[src/lcdfs_cfg.svh]
`ifndef LCDFS_CFG_SVH
`define LCDFS_CFG_SVH

// Register offsets
`define LCDFS_OFF_SYS 4'h0
`define LCDFS_OFF_SWAP 4'h4
`define LCDFS_OFF_TIMING 4'h8
`define LCDFS_OFF_ROLLER 4'hC

// Layer system control fields
`define LCDFS_SYS_VID_ROLL 5
`define LCDFS_SYS_GFX_ROLL 4
`define LCDFS_SYS_VID_FMT_HI 3
`define LCDFS_SYS_VID_FMT_LO 1
`define LCDFS_SYS_GFX_FMT 0
`define LCDFS_SYS_MASK 32'h0000003F

// Swap control fields
`define LCDFS_SW_VY_HILO 17
`define LCDFS_SW_DUMMY 16
`define LCDFS_SW_DELTA 15
`define LCDFS_SW_OUT_RG 14
`define LCDFS_SW_OUT_RB 13
`define LCDFS_SW_OUT_BG 12
`define LCDFS_SW_G_ROT 11
`define LCDFS_SW_G_B8 10
`define LCDFS_SW_G_H16 9
`define LCDFS_SW_VC_B8 8
`define LCDFS_SW_VC_H16 7
`define LCDFS_SW_VY_B8 6
`define LCDFS_SW_VY_H16 5
`define LCDFS_SW_VC_ROT 4
`define LCDFS_SW_VY_ROT 3
`define LCDFS_SW_VY_MID 2
`define LCDFS_SW_V565_RB 1
`define LCDFS_SW_G565_RB 0
`define LCDFS_SWAP_MASK 32'h0003FFFF

// Panel bus timing fields
`define LCDFS_TM_OUT_SEL 31
`define LCDFS_TM_BYPASS 30
`define LCDFS_TM_REG_SEL 29
`define LCDFS_TM_FSTART 28
`define LCDFS_TM_HOLD 27
`define LCDFS_TM_HOLD_ST 26
`define LCDFS_TM_WE_END 24:20
`define LCDFS_TM_WE_ST 19:15
`define LCDFS_TM_CS_END 14:10
`define LCDFS_TM_CS_ST 9:5
`define LCDFS_TM_PERIOD 4:0
`define LCDFS_TM_MASK 32'hF9FFFFFF

`define LCDFS_RESET_VAL 32'h00000000

`endif

[src/lcdfs_pkg.sv]
`default_nettype none

package lcdfs_pkg;
  typedef enum logic [2:0] {
    LCDFS_FMT_RGB888,
    LCDFS_FMT_RGB565,
    LCDFS_FMT_YCC422,
    LCDFS_FMT_YCC420_0,
    LCDFS_FMT_YCC420_1,
    LCDFS_FMT_YCC420_M,
    LCDFS_FMT_YCC444,
    LCDFS_FMT_RSVD
  } lcdfs_fmt_e;

  typedef enum logic {
    LCDFS_G_RGB888,
    LCDFS_G_RGB565
  } lcdfs_gfmt_e;
endpackage

`default_nettype wire

[src/lcdfs_top.sv]
// Function
// - Video roller enabled: display starts from the roller start point coordinates.
// - Graphics roller bit 4 wraps displayed area at virtual frame edges.
// - Video format bits 3:1 decode RGB888, RGB565 and YCbCr variants.
// - Graphics format bit 0 selects RGB888 when clear, RGB565 when set.
// - Bit 17 swaps highest and lowest bytes of video luma words: DBCA.
// - Bits 14, 13, 12 swap output channels to GRB, BGR, RBG.
// - Bit 11 rotates graphics words right by one byte: DABC.
// - Bit 10 swaps bytes within graphics half-words: BADC.
// - Bit 9 exchanges graphics half-words: CDAB.
// - Bits 8 and 7 give BADC and CDAB on video chroma words.
// - Bits 6 and 5 give BADC and CDAB on video luma words.
// - Bits 4 and 3 rotate video chroma and luma words right by a byte.
// - Bit 2 exchanges middle bytes of video luma words: ACBD.
// - Bits 1 and 0 swap red and blue of both RGB565 pixels.
// - Bit 15 enables delta display swap, handled by outside delta logic.
// - Bits 4:0 set the last count of the panel write period, which lasts that value plus one clock cycles.
// - Chip select asserted at bits 9:5 cycle, released at bits 14:10.
// - Write strobe asserted at bits 19:15 cycle, released at bits 24:20.
// - Bit 27 hold mode, bit 28 frame start in hold, bit 26 hold status.
// - Bit 31 selects panel path, bit 30 bypass, bit 29 register select level.
`timescale 1ns/1ps
`include "lcdfs_cfg.svh"
`default_nettype none

module lcdfs_top
  import lcdfs_pkg::*;
#(
  parameter int DW = 32,
  parameter int CW = 24
) (
  // Clock and reset
  input wire logic clock,
  input wire logic reset_n,
  // Register port
  input wire logic [3:0] reg_addr,
  input wire logic [31:0] reg_wdata,
  input wire logic reg_wr,
  input wire logic reg_rd,
  output logic [31:0] reg_rdata,
  // Fetched frame data
  input wire logic fetch_valid,
  input wire logic [1:0] fetch_plane,
  input wire logic [DW-1:0] fetch_data,
  output logic swap_valid,
  output logic [1:0] swap_plane,
  output logic [DW-1:0] swap_data,
  // Decoded layer settings
  output lcdfs_fmt_e video_layer_fmt,
  output lcdfs_gfmt_e graphics_layer_fmt,
  output logic video_layer_roller_en,
  output logic graphics_layer_roller_en,
  output logic [15:0] roller_start_x,
  output logic [15:0] roller_start_y,
  output logic delta_swap_en,
  output logic dummy_swap_en,
  // Display pixel path
  input wire logic pix_valid,
  input wire logic [CW-1:0] pix_rgb,
  output logic out_valid,
  output logic [CW-1:0] out_rgb,
  // Panel data feed
  input wire logic panel_data_valid,
  input wire logic [DW-1:0] panel_data_in,
  output logic panel_data_ready,
  // Panel pins
  output logic panel_cs_n,
  output logic panel_we_n,
  output logic register_select_line,
  output logic [DW-1:0] panel_data,
  output logic panel_path_en,
  output logic panel_bypass
);

  localparam logic [1:0] PL_VY = 2'h0;
  localparam logic [1:0] PL_VC = 2'h1;
  localparam logic [1:0] PL_G = 2'h2;

  logic [31:0] sys_q;
  logic [31:0] swap_q;
  logic [31:0] tm_q;
  logic [31:0] roller_q;
  logic hold_q;
  logic busy_q;
  logic [4:0] cnt_q;

  // ---------------------------------------------------------------
  // Helper functions
  // ---------------------------------------------------------------
  function automatic logic [31:0] f_rot(input logic [31:0] w);
    f_rot = {w[7:0], w[31:8]};
  endfunction

  function automatic logic [31:0] f_b8(input logic [31:0] w);
    f_b8 = {w[23:16], w[31:24], w[7:0], w[15:8]};
  endfunction

  function automatic logic [31:0] f_h16(input logic [31:0] w);
    f_h16 = {w[15:0], w[31:16]};
  endfunction

  function automatic logic [31:0] f_565rb(input logic [31:0] w);
    f_565rb = {w[20:16], w[26:21], w[31:27], w[4:0], w[10:5], w[15:11]};
  endfunction

  // Write decode shared by every register
  function automatic logic f_hit(input logic wr_en, input logic [3:0] a, input logic [3:0] off);
    f_hit = wr_en && (a == off);
  endfunction

  // ---------------------------------------------------------------
  // Register writes
  // ---------------------------------------------------------------
  always_ff @(posedge clock or negedge reset_n) begin
    if (!reset_n) begin
      sys_q <= `LCDFS_RESET_VAL;
    end else if (f_hit(reg_wr, reg_addr, `LCDFS_OFF_SYS)) begin
      sys_q <= reg_wdata & `LCDFS_SYS_MASK;
    end
  end

  // Reserved swap bits are dropped at the write
  always_ff @(posedge clock or negedge reset_n) begin
    if (!reset_n) begin
      swap_q <= `LCDFS_RESET_VAL;
    end else if (f_hit(reg_wr, reg_addr, `LCDFS_OFF_SWAP)) begin
      swap_q <= reg_wdata & `LCDFS_SWAP_MASK;
    end
  end

  always_ff @(posedge clock or negedge reset_n) begin
    if (!reset_n) begin
      roller_q <= `LCDFS_RESET_VAL;
    end else if (f_hit(reg_wr, reg_addr, `LCDFS_OFF_ROLLER)) begin
      roller_q <= reg_wdata;
    end
  end

  // Frame start bit is self-clearing; it is consumed the next cycle
  // Hold status is never stored here; reads show the live flag
  always_ff @(posedge clock or negedge reset_n) begin
    if (!reset_n) begin
      tm_q <= `LCDFS_RESET_VAL;
    end else if (f_hit(reg_wr, reg_addr, `LCDFS_OFF_TIMING)) begin
      tm_q <= reg_wdata & `LCDFS_TM_MASK;
    end else begin
      tm_q[`LCDFS_TM_FSTART] <= 1'b0;
    end
  end

  // ---------------------------------------------------------------
  // Register reads
  // ---------------------------------------------------------------
  // Idle cycles and unmapped offsets read as zero
  always_ff @(posedge clock or negedge reset_n) begin
    if (!reset_n) begin
      reg_rdata <= 32'h00000000;
    end else if (reg_rd) begin
      case (reg_addr)
        `LCDFS_OFF_SYS: reg_rdata <= sys_q;
        `LCDFS_OFF_SWAP: reg_rdata <= swap_q;
        `LCDFS_OFF_TIMING: begin
          reg_rdata <= tm_q;
          reg_rdata[`LCDFS_TM_HOLD_ST] <= hold_q;
        end
        `LCDFS_OFF_ROLLER: reg_rdata <= roller_q;
        default: reg_rdata <= 32'h00000000;
      endcase
    end else begin
      reg_rdata <= 32'h00000000;
    end
  end

  // ---------------------------------------------------------------
  // Layer settings
  // ---------------------------------------------------------------
  assign video_layer_fmt =
    lcdfs_fmt_e'(sys_q[`LCDFS_SYS_VID_FMT_HI:`LCDFS_SYS_VID_FMT_LO]);
  assign graphics_layer_fmt = lcdfs_gfmt_e'(sys_q[`LCDFS_SYS_GFX_FMT]);
  assign video_layer_roller_en = sys_q[`LCDFS_SYS_VID_ROLL];
  // Wrap at the frame edge is done by the fetch address logic
  assign graphics_layer_roller_en = sys_q[`LCDFS_SYS_GFX_ROLL];
  assign delta_swap_en = swap_q[`LCDFS_SW_DELTA];
  assign dummy_swap_en = swap_q[`LCDFS_SW_DUMMY];

  // Start point only applies while video roller is on
  always_ff @(posedge clock or negedge reset_n) begin
    if (!reset_n) begin
      roller_start_x <= 16'h0000;
      roller_start_y <= 16'h0000;
    end else if (sys_q[`LCDFS_SYS_VID_ROLL]) begin
      roller_start_x <= roller_q[15:0];
      roller_start_y <= roller_q[31:16];
    end else begin
      roller_start_x <= 16'h0000;
      roller_start_y <= 16'h0000;
    end
  end

  // ---------------------------------------------------------------
  // Fetched word swapping
  // ---------------------------------------------------------------
  // Swaps run in a fixed order; each stage sees the previous result
  // The 565 swap of a layer acts only while that layer is in RGB565
  logic [31:0] sw_d;
  always_comb begin
    sw_d = fetch_data;
    case (fetch_plane)
      PL_VY: begin
        if (swap_q[`LCDFS_SW_VY_HILO]) sw_d = {sw_d[7:0], sw_d[23:8], sw_d[31:24]};
        if (swap_q[`LCDFS_SW_VY_B8]) sw_d = f_b8(sw_d);
        if (swap_q[`LCDFS_SW_VY_H16]) sw_d = f_h16(sw_d);
        if (swap_q[`LCDFS_SW_VY_ROT]) sw_d = f_rot(sw_d);
        if (swap_q[`LCDFS_SW_VY_MID]) begin
          sw_d = {sw_d[31:24], sw_d[15:8], sw_d[23:16], sw_d[7:0]};
        end
        if (swap_q[`LCDFS_SW_V565_RB] && video_layer_fmt == LCDFS_FMT_RGB565) begin
          sw_d = f_565rb(sw_d);
        end
      end
      PL_VC: begin
        if (swap_q[`LCDFS_SW_VC_B8]) sw_d = f_b8(sw_d);
        if (swap_q[`LCDFS_SW_VC_H16]) sw_d = f_h16(sw_d);
        if (swap_q[`LCDFS_SW_VC_ROT]) sw_d = f_rot(sw_d);
      end
      PL_G: begin
        if (swap_q[`LCDFS_SW_G_ROT]) sw_d = f_rot(sw_d);
        if (swap_q[`LCDFS_SW_G_B8]) sw_d = f_b8(sw_d);
        if (swap_q[`LCDFS_SW_G_H16]) sw_d = f_h16(sw_d);
        if (swap_q[`LCDFS_SW_G565_RB] && graphics_layer_fmt == LCDFS_G_RGB565) begin
          sw_d = f_565rb(sw_d);
        end
      end
      // Plane 3 passes through untouched
      default: sw_d = fetch_data;
    endcase
  end

  // Swapped word registered before format decoding downstream
  always_ff @(posedge clock or negedge reset_n) begin
    if (!reset_n) begin
      swap_valid <= 1'b0;
      swap_plane <= 2'h0;
      swap_data <= '0;
    end else begin
      swap_valid <= fetch_valid;
      if (fetch_valid) begin
        swap_plane <= fetch_plane;
        swap_data <= sw_d;
      end
    end
  end

  // ---------------------------------------------------------------
  // Output channel swapping
  // ---------------------------------------------------------------
  localparam int CH = CW / 3;
  logic [CH-1:0] r_c, g_c, b_c;
  // Channel swaps apply in turn: red-green, red-blue, blue-green
  always_comb begin
    r_c = pix_rgb[3*CH-1:2*CH];
    g_c = pix_rgb[2*CH-1:CH];
    b_c = pix_rgb[CH-1:0];
    if (swap_q[`LCDFS_SW_OUT_RG]) {r_c, g_c} = {g_c, r_c};
    if (swap_q[`LCDFS_SW_OUT_RB]) {r_c, b_c} = {b_c, r_c};
    if (swap_q[`LCDFS_SW_OUT_BG]) {g_c, b_c} = {b_c, g_c};
  end

  always_ff @(posedge clock or negedge reset_n) begin
    if (!reset_n) begin
      out_valid <= 1'b0;
      out_rgb <= '0;
    end else begin
      out_valid <= pix_valid;
      if (pix_valid) out_rgb <= {r_c, g_c, b_c};
    end
  end

  // ---------------------------------------------------------------
  // Panel bus timing
  // ---------------------------------------------------------------
  logic hold_mode;
  logic start_ok;
  logic last_cyc;
  assign hold_mode = tm_q[`LCDFS_TM_HOLD];
  assign last_cyc = (cnt_q == tm_q[`LCDFS_TM_PERIOD]);

  // In hold mode transfers wait until frame start releases the hold
  always_ff @(posedge clock or negedge reset_n) begin
    if (!reset_n) begin
      hold_q <= 1'b0;
    end else if (!hold_mode) begin
      hold_q <= 1'b0;
    end else if (tm_q[`LCDFS_TM_FSTART]) begin
      hold_q <= 1'b0;
    end else if (!hold_q && !busy_q && !panel_data_valid) begin
      hold_q <= 1'b1;
    end
  end

  // A word is taken only with the panel path selected and no hold pending
  assign start_ok = tm_q[`LCDFS_TM_OUT_SEL] && !hold_q && !busy_q;
  assign panel_data_ready = start_ok;

  // Ready stays low for the whole period, so periods never overlap
  always_ff @(posedge clock or negedge reset_n) begin
    if (!reset_n) begin
      busy_q <= 1'b0;
      cnt_q <= 5'h00;
    end else if (!busy_q) begin
      if (start_ok && panel_data_valid) begin
        busy_q <= 1'b1;
        cnt_q <= 5'h00;
      end
    end else if (last_cyc) begin
      busy_q <= 1'b0;
      cnt_q <= 5'h00;
    end else begin
      cnt_q <= cnt_q + 5'h01;
    end
  end

  // Word is captured on acceptance and held through the period
  always_ff @(posedge clock or negedge reset_n) begin
    if (!reset_n) begin
      panel_data <= '0;
    end else if (start_ok && panel_data_valid) begin
      panel_data <= panel_data_in;
    end
  end

  // ---------------------------------------------------------------
  // Panel strobes
  // ---------------------------------------------------------------
  // Both strobes drop on the last count, so they stay inside the period
  always_ff @(posedge clock or negedge reset_n) begin
    if (!reset_n) begin
      panel_cs_n <= 1'b1;
    end else if (!busy_q) begin
      panel_cs_n <= 1'b1;
    end else if (last_cyc) begin
      panel_cs_n <= 1'b1;
    end else if (cnt_q == tm_q[`LCDFS_TM_CS_ST]) begin
      panel_cs_n <= 1'b0;
    end else if (cnt_q == tm_q[`LCDFS_TM_CS_END]) begin
      panel_cs_n <= 1'b1;
    end
  end

  always_ff @(posedge clock or negedge reset_n) begin
    if (!reset_n) begin
      panel_we_n <= 1'b1;
    end else if (!busy_q) begin
      panel_we_n <= 1'b1;
    end else if (last_cyc) begin
      panel_we_n <= 1'b1;
    end else if (cnt_q == tm_q[`LCDFS_TM_WE_ST]) begin
      panel_we_n <= 1'b0;
    end else if (cnt_q == tm_q[`LCDFS_TM_WE_END]) begin
      panel_we_n <= 1'b1;
    end
  end

  assign register_select_line = tm_q[`LCDFS_TM_REG_SEL];
  assign panel_path_en = tm_q[`LCDFS_TM_OUT_SEL];
  assign panel_bypass = tm_q[`LCDFS_TM_BYPASS];

endmodule

`default_nettype wire

[config.mk]
export PLATFORM = sky130hd
export DESIGN_NAME = lcdfs_top
export DESIGN_NICKNAME = d
export VERILOG_FILES = /design/src/lcdfs_pkg.sv /design/src/lcdfs_top.sv
export VERILOG_INCLUDE_DIRS = /design/src
export SDC_FILE = /design/constraint.sdc
export NUM_CORES = 1
export LEC_CHECK = 0
export BUFFER_PORTS_ARGS = -buffer_cell sky130_fd_sc_hd__buf_2
export CAP_MARGIN = 5
export CORE_UTILIZATION = 55
export CTS_CLUSTER_DIAMETER = 60
export DETAILED_ROUTE_END_ITERATION = 7
export PLACE_DENSITY = 0.77
export SETUP_SLACK_MARGIN = 0.1
export SKIP_CTS_REPAIR_TIMING = 1
export SLEW_MARGIN = 20
export SYNTH_ARGS = -nofsm -noshare
export SYNTH_HDL_FRONTEND = slang
export SYNTH_SLANG_ARGS = --single-unit
[constraint.sdc]
create_clock -name clock -period 3.6 [get_ports clock]
set_input_delay 0.72 -clock clock [delete_from_list [all_inputs] [get_ports clock]]
set_output_delay 0.72 -clock clock [all_outputs]
set_load 0.02 [all_outputs]
Word-level counts from Yosys, hierarchy flattened
Cells that the tools add are included.
{"block": "word_totals", "reg_bits": 251, "inputBits": 133, "elab_cells": 93}
{"block": "classes", "addsub": 1, "n_eq_ne": 14, "n_mux": 42, "reduce_logical": 17}
{"operator": "32-bit two-way mux", "n": 13}
{"operator": "32-bit one-hot mux with 4 select lines", "n": 1}
{"operator": "32-bit one-hot mux with 3 select lines", "n": 1}
{"operator": "8-bit two-way mux", "n": 6}
{"operator": "16-bit two-way mux", "n": 2}
{"operator": "5-bit == test", "n": 5}
{"operator": "24-bit two-way mux", "n": 1}
{"operator": "1-bit two-way mux", "n": 15}
{"operator": "5-bit two-way mux", "n": 3}
{"operator": "1-bit logical AND", "n": 11}
{"operator": "4-bit == test, second input constant", "n": 2}
{"operator": "4-bit by 1-bit != test with 1-bit output, second input constant", "n": 2}
{"operator": "5-bit by 1-bit adder with 5-bit output, second input constant", "n": 1}
{"operator": "4-bit by 3-bit == test with 1-bit output, second input constant", "n": 1}
{"operator": "4-bit zero test", "n": 1}
{"operator": "3-bit by 1-bit == test with 1-bit output, second input constant", "n": 1}
{"operator": "1-bit zero test", "n": 3}
{"operator": "3-bit by 1-bit != test with 1-bit output, second input constant", "n": 1}
{"operator": "2-bit by 1-bit == test with 1-bit output, second input constant", "n": 1}
{"operator": "2-bit == test, second input constant", "n": 1}
{"operator": "2-bit zero test", "n": 1}
{"operator": "2-bit nonzero test", "n": 1}

Depth between registers and ports, before layout
{"block": "depth", "depth_word": 7, "depth_mapped": 10}

Worst setup path before layout
No wires, ideal clock.
{"block": "synth_path", "path_type": "register to register", "start": "register swap_q[8]", "end": "register swap_data[6]", "arrival_time_ps": 2358, "t_required_ps": 3475, "slack_ps": 1117, "path_stages_with_launch": 6, "n_path_buf": 1, "period_less_slack_ps": 2483, "cell_sequence": "dfrtp_1 > buf_6 > xnor2_1 > mux4_2 > mux4_2 > mux2_2"}
{"block": "synth_via", "elab_chain_len": 4}
{"item": "start, declared", "line_no": "lcdfs_top.sv:80", "text": "logic [31:0] swap_q;"}
{"item": "start signal, assigned", "line_no": "lcdfs_top.sv:125", "text": "swap_q <= `LCDFS_RESET_VAL;"}
{"item": "start signal, assigned", "line_no": "lcdfs_top.sv:127", "text": "swap_q <= reg_wdata & `LCDFS_SWAP_MASK;"}
{"item": "32-bit two-way mux", "line_no": "lcdfs_top.sv:222", "text": "if (swap_q[`LCDFS_SW_VC_B8]) sw_d = f_b8(sw_d);"}
{"item": "32-bit two-way mux", "line_no": "lcdfs_top.sv:223", "text": "if (swap_q[`LCDFS_SW_VC_H16]) sw_d = f_h16(sw_d);"}
{"item": "32-bit two-way mux", "line_no": "lcdfs_top.sv:224", "text": "if (swap_q[`LCDFS_SW_VC_ROT]) sw_d = f_rot(sw_d);"}
{"item": "32-bit one-hot mux with 3 select lines", "line_no": "lcdfs_top.sv:208", "text": "case (fetch_plane)"}
{"item": "end signal, assigned", "line_no": "lcdfs_top.sv:249", "text": "swap_data <= sw_d;"}
{"item": "end, declared", "line_no": "lcdfs_top.sv:47", "text": "output logic [DW-1:0] swap_data,"}
No other way between the ends.
A chain may end at the register's enable or synchronous reset.

Final worst setup path
{"block": "layout_path", "start": "register swap_q[3]", "end": "register swap_data[21]"}
{"block": "layout_via", "elab_chain_len": 4}
{"item": "32-bit two-way mux", "line_no": "lcdfs_top.sv:213", "text": "if (swap_q[`LCDFS_SW_VY_ROT]) sw_d = f_rot(sw_d);"}
{"item": "24-bit two-way mux", "line_no": "lcdfs_top.sv:214", "text": "if (swap_q[`LCDFS_SW_VY_MID]) begin"}
{"item": "32-bit two-way mux", "line_no": "lcdfs_top.sv:217", "text": "if (swap_q[`LCDFS_SW_V565_RB] && video_layer_fmt == LCDFS_FMT_RGB565) begin"}
{"item": "32-bit one-hot mux with 3 select lines", "line_no": "lcdfs_top.sv:208"}
No other way between the ends.

==> results.json <==
{
  "detail_route.wl_per_cell_um": 23.13,
  "initial_antenna_violation_count": 4,
  "nets": 1906,
  "clock_tree_root_driver_cell": "sky130_fd_sc_hd__clkbuf_16",
  "cts_inserted_buffers": 29,
  "worst-r2r-setup-slack_ps": 740,
  "total_standard_cell_area_after_synthesis_um2": 16380,
  "fin_worst_setup_slack_ps": 738.5,
  "post_route_cells_drive_above_1_share_pct": 36.77,
  "cts_num_sinks": 251,
  "initialDrtViolationCount": 1865,
  "hp-class": "primary input to asynchronous set/reset pin",
  "layout.cells.non_filler": 2183,
  "timing.clock.skew_ps": 14.70,
  "synth_nets": 1694,
  "regToRegStartpoint": "swap_q[3]$_DFFE_PN0P_",
  "nFillCells": 2315,
  "max-clock-path-buffers": 3,
  "grt_first_pass_wirelength_um": 79430,
  "placement.cell_area_um2": 18060,
  "layout_worst_path_cycle_share_pct": 79.49,
  "fmax_mhz": 349.5,
  "critical_path_arrival_ps": 3310,
  "post-route-drc-count": 0,
  "worstMarginPinSlew_ps": 1011,
  "path_max_fanout": 17,
  "ioPinCount": 303,
  "grt_setup_unrepaired": "no",
  "std_cell_rows": 62,
  "grt_use_total_pct": 32.97,
  "total_leakage_power_nw": 8.410,
  "pin_count_of_the_biggest_net_entering_global_routing": 91,
  "die_h_um": 174.6,
  "detailedRoute.firstPassIterationCount": 6,
  "synth-seq-area-share_pct": 38.37,
  "slew_headroom_pct": 32.61,
  "rr_endpoint": "swap_data[21]$_DFFE_PN0P_",
  "vias": 14360,
  "start_kind": "flip-flop",
  "first_global_vias": 14230,
  "cp_data_required_time_ps": 4050,
  "crit_path_capture_type": "flip-flop",
  "die-area_um2": 30470,
  "routed_wirelength_um": 50500,
  "number_of_cell_instances_on_the_worst_register_to_register_path": 7,
  "max_stage_delay_ps": 640,
  "clock_tree_from_tritoncts": "built",
  "worst_skew_pair.late_latency_ps": 580,
  "post_synth_inst_count": 1560,
  "chipWidth_um": 174.6,
  "setup_tns_ps": 0,
  "maxCapViolCount": 0,
  "cts_htree_levels": 1,
  "core_area_um2": 29010,
  "port-buffer-count": 302,
  "drtAntennaViolNets": 0,
  "postSynth.asyncResetShare_pct": 100.0,
  "synth_largest_area_cell": "sky130_fd_sc_hd__dfrtp_1",
  "finalHoldViolations": 0,
  "cp_slowest_cell": "sky130_fd_sc_hd__dfrtp_1",
  "synth-edff-count": 0,
  "setup_viol": 0,
  "yosysTopAreaCellShare_pct": 38.05,
  "synth_flop_cell": "sky130_fd_sc_hd__dfrtp_1",
  "dp_hpwl_um": 35110,
  "ranking_of_synthesized_cells_by_area": "sky130_fd_sc_hd__dfrtp_1 38%, sky130_fd_sc_hd__mux2_2 12%, sky130_fd_sc_hd__mux4_2 8.7%",
  "placement.setup.worst_slack_ps": 829.8,
  "synth_seq_cells": 251,
  "timing.final.max_slew_violations": 0,
  "areaGrowthSynthToFinish_pct": 16.32,
  "numPlacedInstances": 2125,
  "via_per_inst": 6.579,
  "grt_remaining_overflow": 0,
  "timing.final.crit_period_ps": 2861,
  "ys_warn_count": 0,
  "post-route-cell-area_um2": 19050,
  "clk_pin_slew_ps": 60,
  "worst_ir_drop_vdd_mv": 0.6181,
  "worst_path_most_repeated_cell": "sky130_fd_sc_hd__mux2i_1",
  "criticalPathCategory": "flip-flop to flip-flop",
  "postSynthAreaPerCell_um2": 10.50,
  "finalWeightedCongestion": 0.9838,
  "yosys.cell_types.count": 80,
  "starting_density_of_the_core_pct": 56.44,
  "timing.critical_path.cells": "xnor2_4 > buf_4 > mux2i_1 > mux2i_1 > mux4_2 > nand2_1 > a31oi_1",
  "power.density_cell_area_nw_per_um2": 660.2,
  "outcome": "finished clean"
}
==> routing by layer <==
layer / part of all wire, % / up-vias / global-route usage (%)
met3: 8.9 / 157 / 6.649
met4: 4.1 / 2 / 13.77
met1: 38 / 7085 / 41.79
li1: - / 6302 / -
met5: 0.026 / - / 0
met2: 49 / 815 / 55.08
==> cell families (layout without fill, tap and decap cells) <==
kind of cell,Yosys count,count (layout),synth area share [%]
AOI/OAI and AO/OA,402,402,16.31
xor gates and xnor gates,34,34,2.116
adders and majority gates,1,1,0.07639
buffers and inverters,202,437,5.226
DFF,251,251,38.37
muxes,355,355,28.43
other,0,4,0
and+or+nand+nor,315,315,9.467
==> worst max-delay path: cells and delay by family (launching register included) <==
kind                   cells  cell delay, ps
AO/OA/AOI/OAI              1              80
XOR/XNOR                   1             640
buffers and inverters      1             350
flip-flops                 1             640
multiplexers               3             930
AND/OR/NAND/NOR            1              80
==> flip-flops by register name, summed over array words and instances (netlist names) <==
name,flops
busy_q,1
cnt_q,5
hold_q,1
out_rgb,24
out_valid,1
panel_cs_n,1
panel_data,32
panel_we_n,1
reg_rdata,32
roller_q,32
roller_start_x,16
roller_start_y,16
swap_data,32
swap_plane,2
swap_q,18
swap_valid,1
sys_q,6
tm_q,30
==> cells in the mapped netlist (all sizes together) (4+ instances only) <==
cell type  number
a211oi         12
a21o            5
a21oi          65
a221oi          9
a222oi         12
a22oi          33
a31oi          17
and2           39
and3            5
buf            54
clkbuf        114
dfrtp         249
inv            31
mux2          170
mux2i         116
mux4           69
nand2          75
nand2b          6
nand3          14
nand3b          6
nor2           96
nor2b          20
nor3           21
nor3b           7
nor4            5
o211ai         28
o21ai         101
o221ai         23
o22a            4
o22ai          50
o31ai           6
or2             6
or3             5
xnor2          16
xor2           17
==> worst max-delay path by stage <==
stage / from / end / slack [ps]
floorplan: swap_q[8]$_DFFE_PN0P_ / swap_data[6]$_DFFE_PN0P_ / 1120
global placement: swap_q[3]$_DFFE_PN0P_ / swap_data[23]$_DFFE_PN0P_ / 900
detailed placement: swap_q[3]$_DFFE_PN0P_ / swap_data[23]$_DFFE_PN0P_ / 830
CTS: swap_q[3]$_DFFE_PN0P_ / swap_data[23]$_DFFE_PN0P_ / 810
global route: swap_q[3]$_DFFE_PN0P_ / swap_data[21]$_DFFE_PN0P_ / 600
finish: swap_q[3]$_DFFE_PN0P_ / swap_data[21]$_DFFE_PN0P_ / 740
==> cells in the final DEF, fill, tap and decap left out, types with 28 or more instances in the layout <==
master                      synthesis  layout
sky130_fd_sc_hd__mux4_2            63      63
sky130_fd_sc_hd__and2_1            39      39
sky130_fd_sc_hd__o21ai_0          100     100
sky130_fd_sc_hd__buf_2             26     301
sky130_fd_sc_hd__mux2i_1          116     116
sky130_fd_sc_hd__dfrtp_1          249     245
sky130_fd_sc_hd__clkbuf_16          0      29
sky130_fd_sc_hd__nor2_1            96      95
sky130_fd_sc_hd__inv_1             31      31
sky130_fd_sc_hd__nand2_1           75      75
sky130_fd_sc_hd__mux2_2           169     169
sky130_fd_sc_hd__a21oi_1           65      65
sky130_fd_sc_hd__o22ai_1           50      50
sky130_fd_sc_hd__buf_4              2      45
sky130_fd_sc_hd__a22oi_1           33      33
sky130_fd_sc_hd__o211ai_1          28      28
==> per-stage QoR <==
stage,utilization [%],hold slack (ps),total power [W]
2_1_floorplan,-,409.4,0.007961
3_3_place_gp,62.24,431.2,0.009336
3_5_place_dp,62.24,437.9,0.009497
4_1_cts,65.62,180.8,0.01254
5_1_grt,65.64,191.8,0.01317
6_report,65.65,134.7,0.01258
==> power by group <==
| group | internal (W) | switching, W | leakage (nW) |
|---|---|---|---|
| Sequential | 0.00350 | 0.000790 | 3.12 |
| Clock | 0.00173 | 0.00130 | 0.484 |
| Combinational | 0.00238 | 0.00288 | 4.81 |
==> final cells by class <==
type / instances / area [um^2] / area share [%]
Timing Repair Buffer: 349 / 1899 / 9.971
Inverter: 34 / 127.6 / 0.6700
Tap cell: 384 / 480.5 / 2.522
Sequential cell: 251 / 6289 / 33.01
Antenna cell: 4 / 10.01 / 0.05255
Clock buffer: 37 / 785.8 / 4.125
Multi-Input combinational cell: 1107 / 9261 / 48.62
Clock inverter: 17 / 195.2 / 1.025
No activity file was read; power rests on OpenSTA's default activity.
